<file path="config.mk">
export PLATFORM = sky130hd
export DESIGN_NAME = sat_tx
export DESIGN_NICKNAME = d
export VERILOG_FILES = /design/src/hdl/sat_tx.v /design/src/hdl/sat_sync.v /design/src/hdl/sat_fifo.v
export VERILOG_INCLUDE_DIRS = /design/src /design/src/hdl
export SDC_FILE = /design/constraint.sdc
export NUM_CORES = 1
export LEC_CHECK = 0
export CAP_MARGIN = 10
export CORE_MARGIN = 4
export CORE_UTILIZATION = 55
export DETAILED_ROUTE_END_ITERATION = 6
export DONT_BUFFER_PORTS = 1
export HOLD_SLACK_MARGIN = 0.03
export MAX_ROUTING_LAYER = met4
export PLACE_DENSITY = 0.7
export SETUP_SLACK_MARGIN = 0.05
export SYNTH_ARGS = -nofsm -noshare
export SYNTH_HDL_FRONTEND = slang
export SYNTH_SLANG_ARGS = --single-unit
</file>
<file path="constraint.sdc">
create_clock -name pclk -period 8.7 [get_ports pclk]
set_clock_uncertainty 0.1 [all_clocks]
set_input_delay 1.305 -clock pclk [delete_from_list [all_inputs] [get_ports pclk]]
set_output_delay 1.305 -clock pclk [all_outputs]
set_load 0.03 [all_outputs]
</file>
<file path="src/hdl/sat_defs.vh">
`ifndef SAT_DEFS_VH
`define SAT_DEFS_VH

// Register byte offsets on the APB bus.
`define SAT_OFS_TXDATA 12'h000
`define SAT_OFS_TXCFG 12'h004
`define SAT_OFS_RXCFG 12'h008
`define SAT_OFS_TXRXCFG 12'h00c
`define SAT_OFS_CTRL 12'h010
`define SAT_OFS_LIMIT 12'h014
`define SAT_OFS_STATUS 12'h018

// Configuration word fields.
`define SAT_CFG_FMT_LSB 0
`define SAT_CFG_INV_BIT 2
`define SAT_CFG_MODE_LSB 3
`define SAT_CFG_MASTER_BIT 5
`define SAT_CFG_SSZ_LSB 6
`define SAT_CFG_WSZ_LSB 9
`define SAT_CFG_REPEAT_BIT 12
`define SAT_CFG_W 13
`define SAT_CFG_RST 13'h0000

// Frame formats.
`define SAT_FMT_STD 2'h0
`define SAT_FMT_LEFT 2'h1
`define SAT_FMT_RIGHT 2'h2

// Channel modes.
`define SAT_MODE_DUAL 2'h0
`define SAT_MODE_C16 2'h1
`define SAT_MODE_C8 2'h2
`define SAT_MODE_MONO 2'h3

// Size codes for sample and wire width.
`define SAT_SZ_32 3'h0
`define SAT_SZ_24 3'h1
`define SAT_SZ_20 3'h2
`define SAT_SZ_16 3'h3
`define SAT_SZ_8 3'h4

// Control fields.
`define SAT_CTRL_TXEN_BIT 0
`define SAT_CTRL_RXEN_BIT 1

// Status fields.
`define SAT_ST_LEVEL_LSB 0
`define SAT_ST_ROOM_BIT 8
`define SAT_ST_REQ_BIT 9

// Reset values and sizes.
`define SAT_LIMIT_RST 5'h00
`define SAT_LEVEL_MAX 5'h10
`define SAT_PAIRS 8

// Master bit clock: half period in ns and derived pclk cycles.
`define SAT_PCLK_NS 4
`define SAT_SCLK_HALF_NS 32
`define SAT_SCLK_HALF_CYC (`SAT_SCLK_HALF_NS / `SAT_PCLK_NS)

`endif

</file>
<file path="src/hdl/sat_tx.v">
// Design decisions made here: the placing of the registers and the APB register port.
`timescale 1ns/100ps
`include "sat_defs.vh"
module sat_tx (
  // APB clock, reset and slave port.
  input wire pclk,
  input wire presetn,
  input wire psel,
  input wire penable,
  input wire pwrite,
  input wire [11:0] paddr,
  input wire [31:0] pwdata,
  output wire pready,
  output wire [31:0] prdata,
  output wire pslverr,
  // Serial bit clock pin.
  input wire sclk_in,
  output wire sclk_out,
  output wire sclk_oe_n,
  // Word select pin.
  input wire ws_in,
  output wire ws_out,
  output wire ws_oe_n,
  // Serial data out pin.
  output wire sd_out,
  output wire sd_oe_n,
  // Service request for interrupt controller and DMA.
  output wire tx_service_req,
  // Shared with the receive channel.
  output wire [`SAT_CFG_W-1:0] rx_cfg,
  output wire rx_enable,
  output wire link_sample_pulse,
  output wire link_ws
);

  // Software-visible state.
  reg [`SAT_CFG_W-1:0] tx_cfg_ff; // Transmit options.
  reg [`SAT_CFG_W-1:0] rx_cfg_ff; // Receive options.
  reg tx_en_ff; // Transmitter enable.
  reg rx_en_ff; // Receiver enable.
  reg [4:0] limit_ff; // Service request limit.
  // APB answer registers.
  reg ack_ff; // High in the second access cycle.
  reg [31:0] rdata_ff; // Registered read data.
  reg err_ff; // Registered error answer.
  // Dual-mode half pair.
  reg half_ff; // A left sample waits for its partner.
  reg [31:0] half_l_ff; // That left sample.
  // Clock generator and link edge detection.
  reg [7:0] div_ff; // Half-period counter.
  reg sclk_gen_ff; // Generated bit clock, before inversion.
  reg sclk_prev_ff; // Last seen slave clock level.
  reg ws_cap_ff; // Slave word select caught at sample edge.
  reg [5:0] bcnt_ff; // Master bit position in slot.
  reg ws_gen_ff; // Generated word select.
  // Serializer.
  reg ws_last_ff; // Channel of the running slot.
  reg pend_ff; // Standard format: start delayed one bit.
  reg [31:0] sh_ff; // Output shift register.
  reg [31:0] cur_r_ff; // Right sample of the running pair.
  reg [31:0] last_l_ff; // Last left sample sent.
  reg [31:0] last_r_ff; // Last right sample sent.
  reg started_ff; // First slot has begun since enable.

  // Decoded options.
  wire [1:0] fmt = tx_cfg_ff[`SAT_CFG_FMT_LSB+1:`SAT_CFG_FMT_LSB];
  wire inv = tx_cfg_ff[`SAT_CFG_INV_BIT];
  wire [1:0] mode = tx_cfg_ff[`SAT_CFG_MODE_LSB+1:`SAT_CFG_MODE_LSB];
  wire master = tx_cfg_ff[`SAT_CFG_MASTER_BIT];
  wire [2:0] ssz = tx_cfg_ff[`SAT_CFG_SSZ_LSB+2:`SAT_CFG_SSZ_LSB];
  wire [2:0] wsz = tx_cfg_ff[`SAT_CFG_WSZ_LSB+2:`SAT_CFG_WSZ_LSB];
  wire repeat_last = tx_cfg_ff[`SAT_CFG_REPEAT_BIT];

  // Width in bits for a size code; unknown codes fall back to 32.
  function [5:0] sz_bits;
    input [2:0] code;
    begin
      case (code)
        `SAT_SZ_24: sz_bits = 6'd24;
        `SAT_SZ_20: sz_bits = 6'd20;
        `SAT_SZ_16: sz_bits = 6'd16;
        `SAT_SZ_8: sz_bits = 6'd8;
        default: sz_bits = 6'd32;
      endcase
    end
  endfunction

  // Compact modes fix the sample width by their packing.
  wire [5:0] s_bits = (mode == `SAT_MODE_C16) ? 6'd16 :
    (mode == `SAT_MODE_C8) ? 6'd8 : sz_bits(ssz);
  wire [5:0] w_bits = sz_bits(wsz);

  // APB decode. Every access takes one wait cycle so that read data
  // and the error answer come straight from flip-flops.
  wire acc = psel & penable;
  wire done = acc & ack_ff;
  wire wr = done & pwrite;
  wire known = (paddr == `SAT_OFS_TXDATA) | (paddr == `SAT_OFS_TXCFG) |
    (paddr == `SAT_OFS_RXCFG) | (paddr == `SAT_OFS_TXRXCFG) |
    (paddr == `SAT_OFS_CTRL) | (paddr == `SAT_OFS_LIMIT) |
    (paddr == `SAT_OFS_STATUS);

  // Store and level accounting.
  wire [63:0] f_rdata;
  wire [3:0] f_count;
  wire f_full;
  wire f_empty;
  reg f_push;
  reg [63:0] f_wdata;
  wire f_pop;
  wire [4:0] level = {f_count, half_ff};
  wire room = ~f_full;

  // Service request: level strictly below the limit; zero never fires.
  assign tx_service_req = (level < limit_ff);

  // Data written to the store, unpacked per mode.
  always @* begin
    f_push = 1'b0;
    f_wdata = 64'h0;
    if (wr && (paddr == `SAT_OFS_TXDATA) && room) begin
      case (mode)
        `SAT_MODE_DUAL: begin
          // Right partner completes the pair started by the left.
          f_push = half_ff;
          f_wdata = {pwdata, half_l_ff};
        end
        `SAT_MODE_C16: begin
          f_push = 1'b1;
          f_wdata = {16'h0, pwdata[31:16], 16'h0, pwdata[15:0]};
        end
        `SAT_MODE_C8: begin
          // Upper half of the word is ignored.
          f_push = 1'b1;
          f_wdata = {24'h0, pwdata[15:8], 24'h0, pwdata[7:0]};
        end
        default: begin
          // Mono: one sample stands for a whole pair.
          f_push = 1'b1;
          f_wdata = {pwdata, pwdata};
        end
      endcase
    end
  end

  sat_fifo u_fifo (
    .pclk(pclk),
    .presetn(presetn),
    .push(f_push),
    .wdata(f_wdata),
    .pop(f_pop),
    .rdata(f_rdata),
    .count(f_count),
    .full(f_full),
    .empty(f_empty)
  );

  // APB register writes and answers.
  always @(posedge pclk or negedge presetn) begin
    if (!presetn) begin
      tx_cfg_ff <= `SAT_CFG_RST;
      rx_cfg_ff <= `SAT_CFG_RST;
      tx_en_ff <= 1'b0;
      rx_en_ff <= 1'b0;
      limit_ff <= `SAT_LIMIT_RST;
      ack_ff <= 1'b0;
      rdata_ff <= 32'h0;
      err_ff <= 1'b0;
      half_ff <= 1'b0;
      half_l_ff <= 32'h0;
    end else begin
      ack_ff <= acc & ~ack_ff;
      if (acc && !ack_ff) begin
        err_ff <= ~known;
        rdata_ff <= 32'h0;
        case (paddr)
          `SAT_OFS_TXCFG: rdata_ff <= {19'h0, tx_cfg_ff};
          `SAT_OFS_RXCFG: rdata_ff <= {19'h0, rx_cfg_ff};
          `SAT_OFS_CTRL: rdata_ff <= {30'h0, rx_en_ff, tx_en_ff};
          `SAT_OFS_LIMIT: rdata_ff <= {27'h0, limit_ff};
          `SAT_OFS_STATUS: rdata_ff <= {22'h0, tx_service_req, room,
            3'h0, level};
          default: rdata_ff <= 32'h0;
        endcase
      end
      if (wr) begin
        case (paddr)
          `SAT_OFS_TXCFG: tx_cfg_ff <= pwdata[`SAT_CFG_W-1:0];
          `SAT_OFS_RXCFG: rx_cfg_ff <= pwdata[`SAT_CFG_W-1:0];
          `SAT_OFS_TXRXCFG: begin
            // One write gives both channels the same options.
            tx_cfg_ff <= pwdata[`SAT_CFG_W-1:0];
            rx_cfg_ff <= pwdata[`SAT_CFG_W-1:0];
          end
          `SAT_OFS_CTRL: begin
            tx_en_ff <= pwdata[`SAT_CTRL_TXEN_BIT];
            rx_en_ff <= pwdata[`SAT_CTRL_RXEN_BIT];
          end
          // Odd limits are rounded down so the limit stays even.
          `SAT_OFS_LIMIT: limit_ff <= (pwdata[4:0] > `SAT_LEVEL_MAX) ?
            `SAT_LEVEL_MAX : {pwdata[4:1], 1'b0};
          default: begin
          end
        endcase
      end
      // Dual mode: a left write parks, the right write completes it.
      if (wr && (paddr == `SAT_OFS_TXDATA) && room &&
          (mode == `SAT_MODE_DUAL)) begin
        half_ff <= ~half_ff;
        half_l_ff <= pwdata;
      end
    end
  end

  assign pready = done;
  assign prdata = rdata_ff;
  assign pslverr = done & err_ff;

  // Slave clocks are synchronised before any use.
  wire sclk_s;
  wire ws_s;
  sat_sync u_sync_sclk (
    .pclk(pclk),
    .presetn(presetn),
    .din(sclk_in),
    .dout(sclk_s)
  );
  sat_sync u_sync_ws (
    .pclk(pclk),
    .presetn(presetn),
    .din(ws_in),
    .dout(ws_s)
  );

  // Link edges. The effective clock is uninverted so that data always
  // changes on its fall and is sampled on its rise.
  wire any_en = tx_en_ff | rx_en_ff;
  wire half_tick = (div_ff == (`SAT_SCLK_HALF_CYC - 1));
  wire s_eff = sclk_s ^ inv;
  wire s_rise = s_eff & ~(sclk_prev_ff ^ inv);
  wire s_fall = ~s_eff & (sclk_prev_ff ^ inv);
  wire m_rise = half_tick & ~sclk_gen_ff;
  wire m_fall = half_tick & sclk_gen_ff;
  wire shift_ev = tx_en_ff & (master ? m_fall : s_fall);
  wire samp_ev = any_en & (master ? m_rise : s_rise);

  // Master select leads by one shift edge; a slave reads the pin, synchronised like its clock.
  wire ws_wrap = (bcnt_ff == (w_bits - 6'd1));
  wire ws_nxt = ws_wrap ? ~ws_gen_ff : ws_gen_ff;
  wire ws_cur = master ? ws_nxt : ws_s;

  // Clock generator. It restarts while both channels are idle, so a
  // joint enable launches both channels on one common set of clocks.
  always @(posedge pclk or negedge presetn) begin
    if (!presetn) begin
      div_ff <= 8'h0;
      sclk_gen_ff <= 1'b0;
      sclk_prev_ff <= 1'b0;
      ws_cap_ff <= 1'b0;
      bcnt_ff <= 6'h0;
      ws_gen_ff <= 1'b1;
    end else begin
      sclk_prev_ff <= sclk_s;
      if (!any_en || !master) begin
        div_ff <= 8'h0;
        sclk_gen_ff <= 1'b0;
        bcnt_ff <= w_bits - 6'd1; // Parked on a right slot's last bit.
        ws_gen_ff <= 1'b1; // So the first fall opens a full left slot.
      end else if (half_tick) begin
        div_ff <= 8'h0;
        sclk_gen_ff <= ~sclk_gen_ff;
        if (sclk_gen_ff) begin
          // Falling edge: step the slot position, flip at its end.
          bcnt_ff <= ws_wrap ? 6'h0 : bcnt_ff + 6'h1;
          ws_gen_ff <= ws_nxt;
        end
      end else begin
        div_ff <= div_ff + 8'h1;
      end
      if (!master && s_rise) begin
        ws_cap_ff <= ws_s;
      end
    end
  end

  // Shared timing for the receive channel.
  assign link_sample_pulse = samp_ev;
  assign link_ws = master ? ws_gen_ff : ws_cap_ff;
  assign rx_cfg = rx_cfg_ff;
  assign rx_enable = rx_en_ff;

  // Slot start: a left slot takes the next pair from the store.
  wire slot_go = shift_ev & ((ws_cur != ws_last_ff) ?
    (fmt != `SAT_FMT_STD) : pend_ff);
  wire take_l = slot_go & ~ws_cur;
  assign f_pop = take_l & ~f_empty;

  // Sample chosen for this slot; empty store sends zero or repeats.
  reg [31:0] smp;
  always @* begin
    smp = 32'h0;
    if (ws_cur) begin
      smp = cur_r_ff;
    end else if (!f_empty) begin
      smp = f_rdata[31:0];
    end else if (repeat_last) begin
      smp = last_l_ff;
    end
  end

  // Align the sample inside the wire word, most significant bit first.
  // Right-justified ends on the last wire bit; the other formats start
  // on the first. Bits beyond the wire width are simply not sent.
  wire [31:0] masked = smp & ~(32'hffffffff << s_bits);
  wire [5:0] lsh = (fmt == `SAT_FMT_RIGHT) ? (6'd32 - w_bits) :
    (6'd32 - s_bits);
  wire [31:0] aligned = masked << lsh;

  // Serializer.
  always @(posedge pclk or negedge presetn) begin
    if (!presetn) begin
      ws_last_ff <= 1'b1;
      pend_ff <= 1'b0;
      sh_ff <= 32'h0;
      cur_r_ff <= 32'h0;
      last_l_ff <= 32'h0;
      last_r_ff <= 32'h0;
      started_ff <= 1'b0;
    end else if (!tx_en_ff) begin
      // Disabled: idle so the next frame starts on a left slot.
      ws_last_ff <= 1'b1;
      pend_ff <= 1'b0;
      sh_ff <= 32'h0;
      started_ff <= 1'b0;
    end else if (shift_ev) begin
      if (ws_cur != ws_last_ff) begin
        ws_last_ff <= ws_cur;
        // Standard framing starts data one bit after the select flips.
        pend_ff <= (fmt == `SAT_FMT_STD);
      end else begin
        pend_ff <= 1'b0;
      end
      if (slot_go) begin
        sh_ff <= aligned;
        started_ff <= 1'b1;
        if (take_l) begin
          if (!f_empty) begin
            cur_r_ff <= f_rdata[63:32];
            last_l_ff <= f_rdata[31:0];
            last_r_ff <= f_rdata[63:32];
          end else begin
            cur_r_ff <= repeat_last ? last_r_ff : 32'h0;
          end
        end
      end else begin
        sh_ff <= {sh_ff[30:0], 1'b0};
      end
    end
  end

  // Pins. Enables are active low; nothing is driven while disabled,
  // and a slave never drives the clocks.
  assign sclk_out = sclk_gen_ff ^ inv;
  assign ws_out = ws_gen_ff;
  assign sclk_oe_n = ~(tx_en_ff & master);
  assign ws_oe_n = ~(tx_en_ff & master);
  assign sd_out = sh_ff[31] & started_ff;
  assign sd_oe_n = ~tx_en_ff;

endmodule // sat_tx

</file>
<file path="src/hdl/sat_sync.v">
`timescale 1ns/100ps
// Two-stage synchroniser for one level that comes from outside pclk.
module sat_sync (
  // Clock and reset.
  input wire pclk,
  input wire presetn,
  // Asynchronous level in, synchronised level out.
  input wire din,
  output wire dout
);

  reg meta_ff; // First stage, read only by the second stage.
  reg sync_ff; // Second stage, safe to use.

  // Plain two-flop chain; reset to a known low level.
  always @(posedge pclk or negedge presetn) begin
    if (!presetn) begin
      meta_ff <= 1'b0;
      sync_ff <= 1'b0;
    end else begin
      meta_ff <= din;
      sync_ff <= meta_ff;
    end
  end

  assign dout = sync_ff;

endmodule // sat_sync

</file>
<file path="src/hdl/sat_fifo.v">
`timescale 1ns/100ps
`include "sat_defs.vh"
// Sample-pair store: each entry holds a left and a right sample.
module sat_fifo (
  // Clock and reset.
  input wire pclk,
  input wire presetn,
  // Fill side.
  input wire push,
  input wire [63:0] wdata,
  // Drain side.
  input wire pop,
  output wire [63:0] rdata,
  // Occupancy.
  output wire [3:0] count,
  output wire full,
  output wire empty
);

  reg [63:0] mem_ff [0:`SAT_PAIRS-1]; // Pair storage.
  reg [2:0] wptr_ff; // Next slot to fill.
  reg [2:0] rptr_ff; // Oldest slot.
  reg [3:0] cnt_ff; // Pairs held.
  wire do_push; // Push that really lands.
  wire do_pop; // Pop that really takes.

  // A full store refuses pushes and an empty one refuses pops.
  assign do_push = push & ~full;
  assign do_pop = pop & ~empty;

  // Pointers and occupancy count.
  always @(posedge pclk or negedge presetn) begin
    if (!presetn) begin
      wptr_ff <= 3'h0;
      rptr_ff <= 3'h0;
      cnt_ff <= 4'h0;
    end else begin
      if (do_push) begin
        wptr_ff <= wptr_ff + 3'h1;
      end
      if (do_pop) begin
        rptr_ff <= rptr_ff + 3'h1;
      end
      cnt_ff <= cnt_ff + {3'h0, do_push} - {3'h0, do_pop};
    end
  end

  // Storage has no reset; nothing reads a slot before it is written.
  always @(posedge pclk) begin
    if (do_push) begin
      mem_ff[wptr_ff] <= wdata;
    end
  end

  assign rdata = mem_ff[rptr_ff];
  assign count = cnt_ff;
  assign full = (cnt_ff == 4'h8);
  assign empty = (cnt_ff == 4'h0);

endmodule // sat_fifo

</file>
### Yosys cells after proc, flatten, opt, wreduce, memory -nomap -nowiden

Memories as Yosys holds them, arrays and structs flattened.
Cells that the tools add are included.

* register bits after elaboration: 263
* bits in writable memories: 512
* memories kept: 1
* logic and storage cells: 184
* input port bits: 51

* multiplexer cells: 47
* add/subtract/negate cells: 9
* reductions and logical operators: 27
* equality and inequality tests: 24
* shift operators: 2
* order comparisons: 2
* bitwise logic cells: 42

Memory list
* u_fifo.mem_ff: depth 8, bits a word 64, read ports 1, clocked after Yosys merged registers in 0, wr ports 1, line sat_fifo.v:20 `` reg [63:0] mem_ff [0:`SAT_PAIRS-1]; ``

Operators with widths (count)
* 32-bit 2-to-1 mux: 8
* 64-bit case mux with 3 select lines: 1
* 13-bit case mux with 5 select lines: 1
* 64-bit 2-to-1 mux: 1
* 6-bit case mux with 4 select lines: 2
* 6-bit 2-to-1 mux: 7
* 12-bit by 5-bit equality test with 1-bit output (second input constant): 3
* 32-bit AND: 1
* 32-bit NOT: 1
* 32-bit by 6-bit << shifter with 32-bit output: 1
* 32-bit by 6-bit << shifter with 32-bit output (first input constant): 1
* 12-bit by 4-bit equality test with 1-bit output (second input constant): 2
* 1-bit 2-to-1 mux: 24
* 1-bit AND: 18
* 8-bit 2-to-1 mux: 2
* 2-bit AND reduction: 7
* 12-bit by 3-bit equality test with 1-bit output (second input constant): 1
* 3-bit by 2-bit equality test with 1-bit output (second input constant): 4
* 12-bit logical NOT: 1
* 1-bit NOT: 12
* 6-bit subtractor (first input constant): 2
* 8-bit by 1-bit adder with 8-bit output (second input constant): 1
* 8-bit by 3-bit equality test with 1-bit output (second input constant): 1
* 1-bit bitwise OR: 7
* other kinds (26): 44

### Depth between registers and ports, before layout

* word-level depth: 13
* mapped depth: 19

### Modules after synthesis

From an unflattened synthesis, not the netlist that was laid out.

* cells, all modules: 2120
* area, all modules: 32846.5 um2

By module, submodules not included
* sat_fifo: area each 19792.7 um2, cells an instance 796, sequential area each 15625.0 um2, times used 1
* sat_tx: area each 12953.7 um2, cells an instance 1320, sequential area each 5733.0 um2, times used 1
* sat_sync: area each 50.0 um2, cells an instance 2, sequential area each 50.0 um2, times used 2

### Least setup slack after synthesis

No wires, ideal clock.

* path kind: input-to-reg
* start point: input port psel
* end point: memory u_fifo.mem_ff[4][0], enable pin
* stages: 7
* data required time: 8035 ps
* setup slack: 919 ps
* setup time: 565 ps
* arrival: 7117 ps
* cells stage by stage: and3_1 > nand2_1 > nor3_1 > nand3_1 > nor2_1 > nand2_1 > nor3_1

* longest elaborated chain between the ends: 9

Ends and longest elaborated chain
* start, declared: line sat_tx.v:8 `input wire psel,`
* 1-bit AND: line sat_tx.v:95 `wire acc = psel & penable;`
* 1-bit AND: line sat_tx.v:96 `wire done = acc & ack_ff;`
* 1-bit AND: line sat_tx.v:97 `wire wr = done & pwrite;`
* 1-bit logical AND (2 in series): line sat_tx.v:121 `` if (wr && (paddr == `SAT_OFS_TXDATA) && room) begin ``
* 1-bit 2-to-1 mux: line sat_tx.v:121
* 1-bit AND: line sat_fifo.v:28 `assign do_push = push & ~full;`
* via u_fifo.do_push: line sat_fifo.v:24 `wire do_push;`
* 1-bit 2-to-1 mux: line sat_fifo.v:50 `if (do_push) begin`
* 1-bit 2-to-1 mux (implied by the code): line sat_fifo.v:51 `mem_ff[wptr_ff] <= wdata;`
* end, declared: line sat_fifo.v:20

The timed path passes the listed nets, and every way through them passes these cells.

### Worst setup path after layout

* start point: register tx_cfg_ff[9]
* end point: register u_fifo.cnt_ff[2] (netlist: u_fifo.count[2])

* longest elaborated chain between the ends: 13

Ends and longest elaborated chain
* start, declared: line sat_tx.v:37 `` reg [`SAT_CFG_W-1:0] tx_cfg_ff; ``
* start signal, assigned: line sat_tx.v:161 `` tx_cfg_ff <= `SAT_CFG_RST; ``
* start signal, assigned: line sat_tx.v:188 `` `SAT_OFS_TXCFG: tx_cfg_ff <= pwdata[`SAT_CFG_W-1:0]; ``
* start signal, assigned: line sat_tx.v:192 `` tx_cfg_ff <= pwdata[`SAT_CFG_W-1:0]; ``
* 3-bit equality test, or another cell as far along: line sat_tx.v:78 `case (code)`
* 6-bit case mux with 4 select lines (*): line sat_tx.v:78
* 6-bit by 1-bit subtractor with 6-bit output (*): line sat_tx.v:248 `wire ws_wrap = (bcnt_ff == (w_bits - 6'd1));`
* 6-bit equality test (*): line sat_tx.v:248
* 1-bit 2-to-1 mux (*): line sat_tx.v:249 `wire ws_nxt = ws_wrap ? ~ws_gen_ff : ws_gen_ff;`
* 1-bit 2-to-1 mux (*): line sat_tx.v:250 `wire ws_cur = master ? ws_nxt : ws_s;`
* 1-bit inequality test: line sat_tx.v:293 `wire slot_go = shift_ev & ((ws_cur != ws_last_ff) ?`
* 1-bit 2-to-1 mux: line sat_tx.v:293
* 1-bit AND: line sat_tx.v:293
* 1-bit AND (*): line sat_tx.v:295 `wire take_l = slot_go & ~ws_cur;`
* 1-bit AND (*): line sat_tx.v:296 `assign f_pop = take_l & ~f_empty;`
* 1-bit AND (*): line sat_fifo.v:29 `assign do_pop = pop & ~empty;`
* 4-bit by 1-bit subtractor with 4-bit output (*): line sat_fifo.v:44 `cnt_ff <= cnt_ff + {3'h0, do_push} - {3'h0, do_pop};`
* end signal, assigned: line sat_fifo.v:44
* end, declared: line sat_fifo.v:23 `reg [3:0] cnt_ff;`

Every way passes the cells marked *; elsewhere a longest branch is shown, timed or not.
A chain may end at the register's enable or synchronous reset.

==> results.yml <==
worst_setup_path:
  end_kind: "flip-flop"
  path_max_fanout: 65
  slowest_stage: "a31oi_4"
  path_class: "reg2reg"
  worstPathRequired_ns: 9.11
  crit_chain: "nor3b_1 -> inv_1 -> ha_1 -> xor2_1 -> o2111a_1 -> nand4_2 -> a31oi_4 -> mux2i_1 -> and2_1 -> nor2_4 -> buf_4 -> ha_1 -> inv_1 -> ha_1 -> fa_1 -> xor2_1"
  path_delay_family: "simple AND/OR/NAND/NOR gates"
  start_kind: "flip-flop"
  crit_top_cell: "ha_1"
  cpPeakStageDelay_ns: 0.73
  critPathBufInv: 3
  arrival_ns: 6.17
global_routing:
  antenna_found_initial: 1
  grt_usage: 0.256
  grt_max_degree: 244
  grt-ovfl-total: 0
  grt_pass1_vias: 19000
  grt_pass1_wl_um: 120000
floorplan:
  ioPinCount: 108
  core-area_sq_um: 58900
  die_y_um: 252
  num_rows: 89
  start_util: 0.554
  dieArea_sq_um: 63300
  die_width_um: 252
run:
  cap_violations: 0
sta:
  fmax_mhz: 174
  setup_viol: 0
  min_period_ns: 5.76
  rsz0062_at_grt: "no"
  relSlewSlack: 0.205
  tightest_slew_ns: 1.19
  final_hold_viol_count: 0
  drv_slew: 0
  hold_ws_ns: 0.263
  fin_crit_sh: 0.662
  setup_tns_ns: 0
clock_network:
  post_cts_buffers: 0
  cts_resized: 0
  clkSinkCount: 755
  h-tree-depth: 3
  clk_pin_slew_ns: 0.06
  cts_inserted_buffers: 77
  worstSkewPairLatency_ns: 0.63
  cts-root-buf: "clkbuf_16"
  cts_hold_buf: 0
  cts_tree: "done"
  clockBufferDepth: 3
place:
  post_dp_cell_area_sq_um: 33300
  dp_hpwl_um: 49300
  dp_cells: 2815
  place.gp.congestion: 0.908
  port-buffer-count: 0
synth:
  ys_warn_count: 0
  avgSynthCellArea_sq_um: 15.2
  ys_ff_latch: 755
  ys.flop_type: "edfxtp_1"
  synth_enable_flop_cells: 512
  synth.distinct_cells: 72
  syn_area_sq_um: 32600
  yosysTopAreaCell: "edfxtp_1"
  netlist.area_leader.share: 0.471
  synth_area_leaders: "edfxtp_1, dfrtp_1, mux4_2"
  synth_cells: 2146
  synthArstFlopShare: 0.322
  seq_area_frac_synth: 0.658
cells_and_area:
  multi_input_area_sq_um: 10500
  final_cells: 2958
  final-seq-area_sq_um: 21500
  drive_above_1_share: 0.204
  design_area_sq_um: 35800
  syn2layout_area_growth_pct: 9.85
  fillers: 4327
  fin_util: 0.609
  nNetsFinal: 2188
status:
  status: "finished clean"
routing:
  drt_iter0_markers: 1976
  drc: 0
  ant_nets: 0
  wire_per_inst_um: 26.5
  routed_wl_um: 78500
  top_layer: "met4"
  met2_length_um: 36800
  met3RoutedLength_um: 6480
  firstDrtPassIters: 7
  m1WireLength_um: 33100
  via_per_inst: 6.45
  vias: 19100
power:
  power_leakage_nw: 12.1
  power_density_nw_per_um2: 267
  irDropWorstVdd_mv: 0.212
hold_path:
  hold_path_class: "reg2reg"
[cell usage after synthesis, drive strengths merged, types with 13 or more instances]
library cell    n
a211oi         44
a21oi         137
a22o           17
a22oi          36
and2           24
and3           26
buf            74
clkbuf         81
dfrtp         241
edfxtp        512
ha             15
inv            30
mux2          158
mux2i          81
mux4          116
nand2          97
nand3          52
nor2           79
nor2b          24
nor3           23
o21ai          88
o221ai         18
xor2           13
[cell families after synthesis]
kind of cell	after synthesis	share of synthesized area
fa+ha+maj	16	0.00636
other cells	1	0.000115
flops	755	0.658
mux	355	0.159
simple gates	371	0.0560
compound gates	438	0.0878
xor+xnor	25	0.00671
buf+inv	185	0.0260
[sequential cells by signal, indices dropped and copies added (netlist names), 3 cells and up]
register	flops
last_r_ff	32
tx_cfg_ff	13
u_fifo.wptr_ff	3
u_fifo.mem_ff	512
u_fifo.count	4
prdata	13
rx_cfg	13
half_l_ff	32
div_ff	8
bcnt_ff	6
u_fifo.rptr_ff	3
cur_r_ff	32
last_l_ff	32
limit_ff	4
sh_ff	32
[worst reg2reg max path: stages, from the launching register on]
cell      delay, ns
dfrtp_1        0.44
nor3b_1        0.49
inv_1          0.12
ha_1           0.34
xor2_1         0.15
o2111a_1       0.28
nand4_2        0.27
a31oi_4        0.73
mux2i_1        0.41
and2_1         0.58
nor2_4         0.07
buf_4          0.37
ha_1           0.48
inv_1          0.04
ha_1           0.20
fa_1           0.41
xor2_1         0.16
[metrics by stage]
step / total power, mW / setup WS [ns]
detailed placement: 6.36 / 3.00
finish: 9.57 / 2.94
floorplan: 5.72 / 0.919
global placement: 6.32 / 3.19
global route: 9.98 / 2.49
CTS: 9.62 / 2.99
[path summary, 6_finish.rpt]
kind / start / to / slack, ns / cells after the start
worst max-delay path: tx_cfg_ff[9] / u_fifo.count[2] / 2.94 / 16
min in group asynchronous: presetn / u_sync_sclk.dout / 0.29 / 0
worst min-delay path: u_sync_ws.meta_ff / u_sync_ws.dout / 0.26 / 0
worst max register to register: tx_cfg_ff[9] / u_fifo.count[2] / 2.94 / 16
worst min register to register: u_sync_ws.meta_ff / u_sync_ws.dout / 0.26 / 0
max in group asynchronous: presetn / tx_cfg_ff[3] / 7.46 / 0
[cell usage in the layout, fill, tap and decap left out, types with 11 or more instances in the layout]
master / count
nor3_1: 21
xor2_1: 13
mux2_1: 11
clkbuf_1: 22
clkbuf_16: 78
xnor2_1: 12
clkbuf_8: 12
nor2b_1: 24
conb_1: 19
nor2_1: 68
mux2_2: 147
o32ai_1: 11
and3_1: 26
a21oi_1: 137
nand2b_1: 12
mux4_2: 116
a211oi_1: 43
nand3_1: 51
buf_4: 31
ha_1: 15
mux2i_1: 81
clkinv_2: 14
a21o_1: 11
a22oi_1: 36
and2_1: 24
a22o_1: 17
inv_1: 28
dfrtp_1: 236
edfxtp_1: 512
o211ai_1: 12
o21ai_0: 86
nand2_1: 97
o221ai_1: 18
[routing by layer]
metal,up-vias,global-route usage
li1,8290,-
met1,9898,0.367
met2,767,0.386
met3,129,0.0479
met4,0,0.0697
met5,-,-
[power breakdown]
| group | internal (mW) | switching [mW] |
|---|---|---|
| logic | 0.817 | 1.08 |
| registers | 4.11 | 0.294 |
| clock network | 1.89 | 1.38 |
[cell type report]
type,instances,area share
Inverter,30,0.00314
Clock buffer,112,0.0614
Tap cell,773,0.0270
Sequential cell,755,0.599
Clock inverter,29,0.00904
Timing Repair Buffer,33,0.00761
Antenna cell,2,0.000140
Multi-Input combinational cell,1224,0.293
Note: power is estimated with default switching activity, not from simulation.
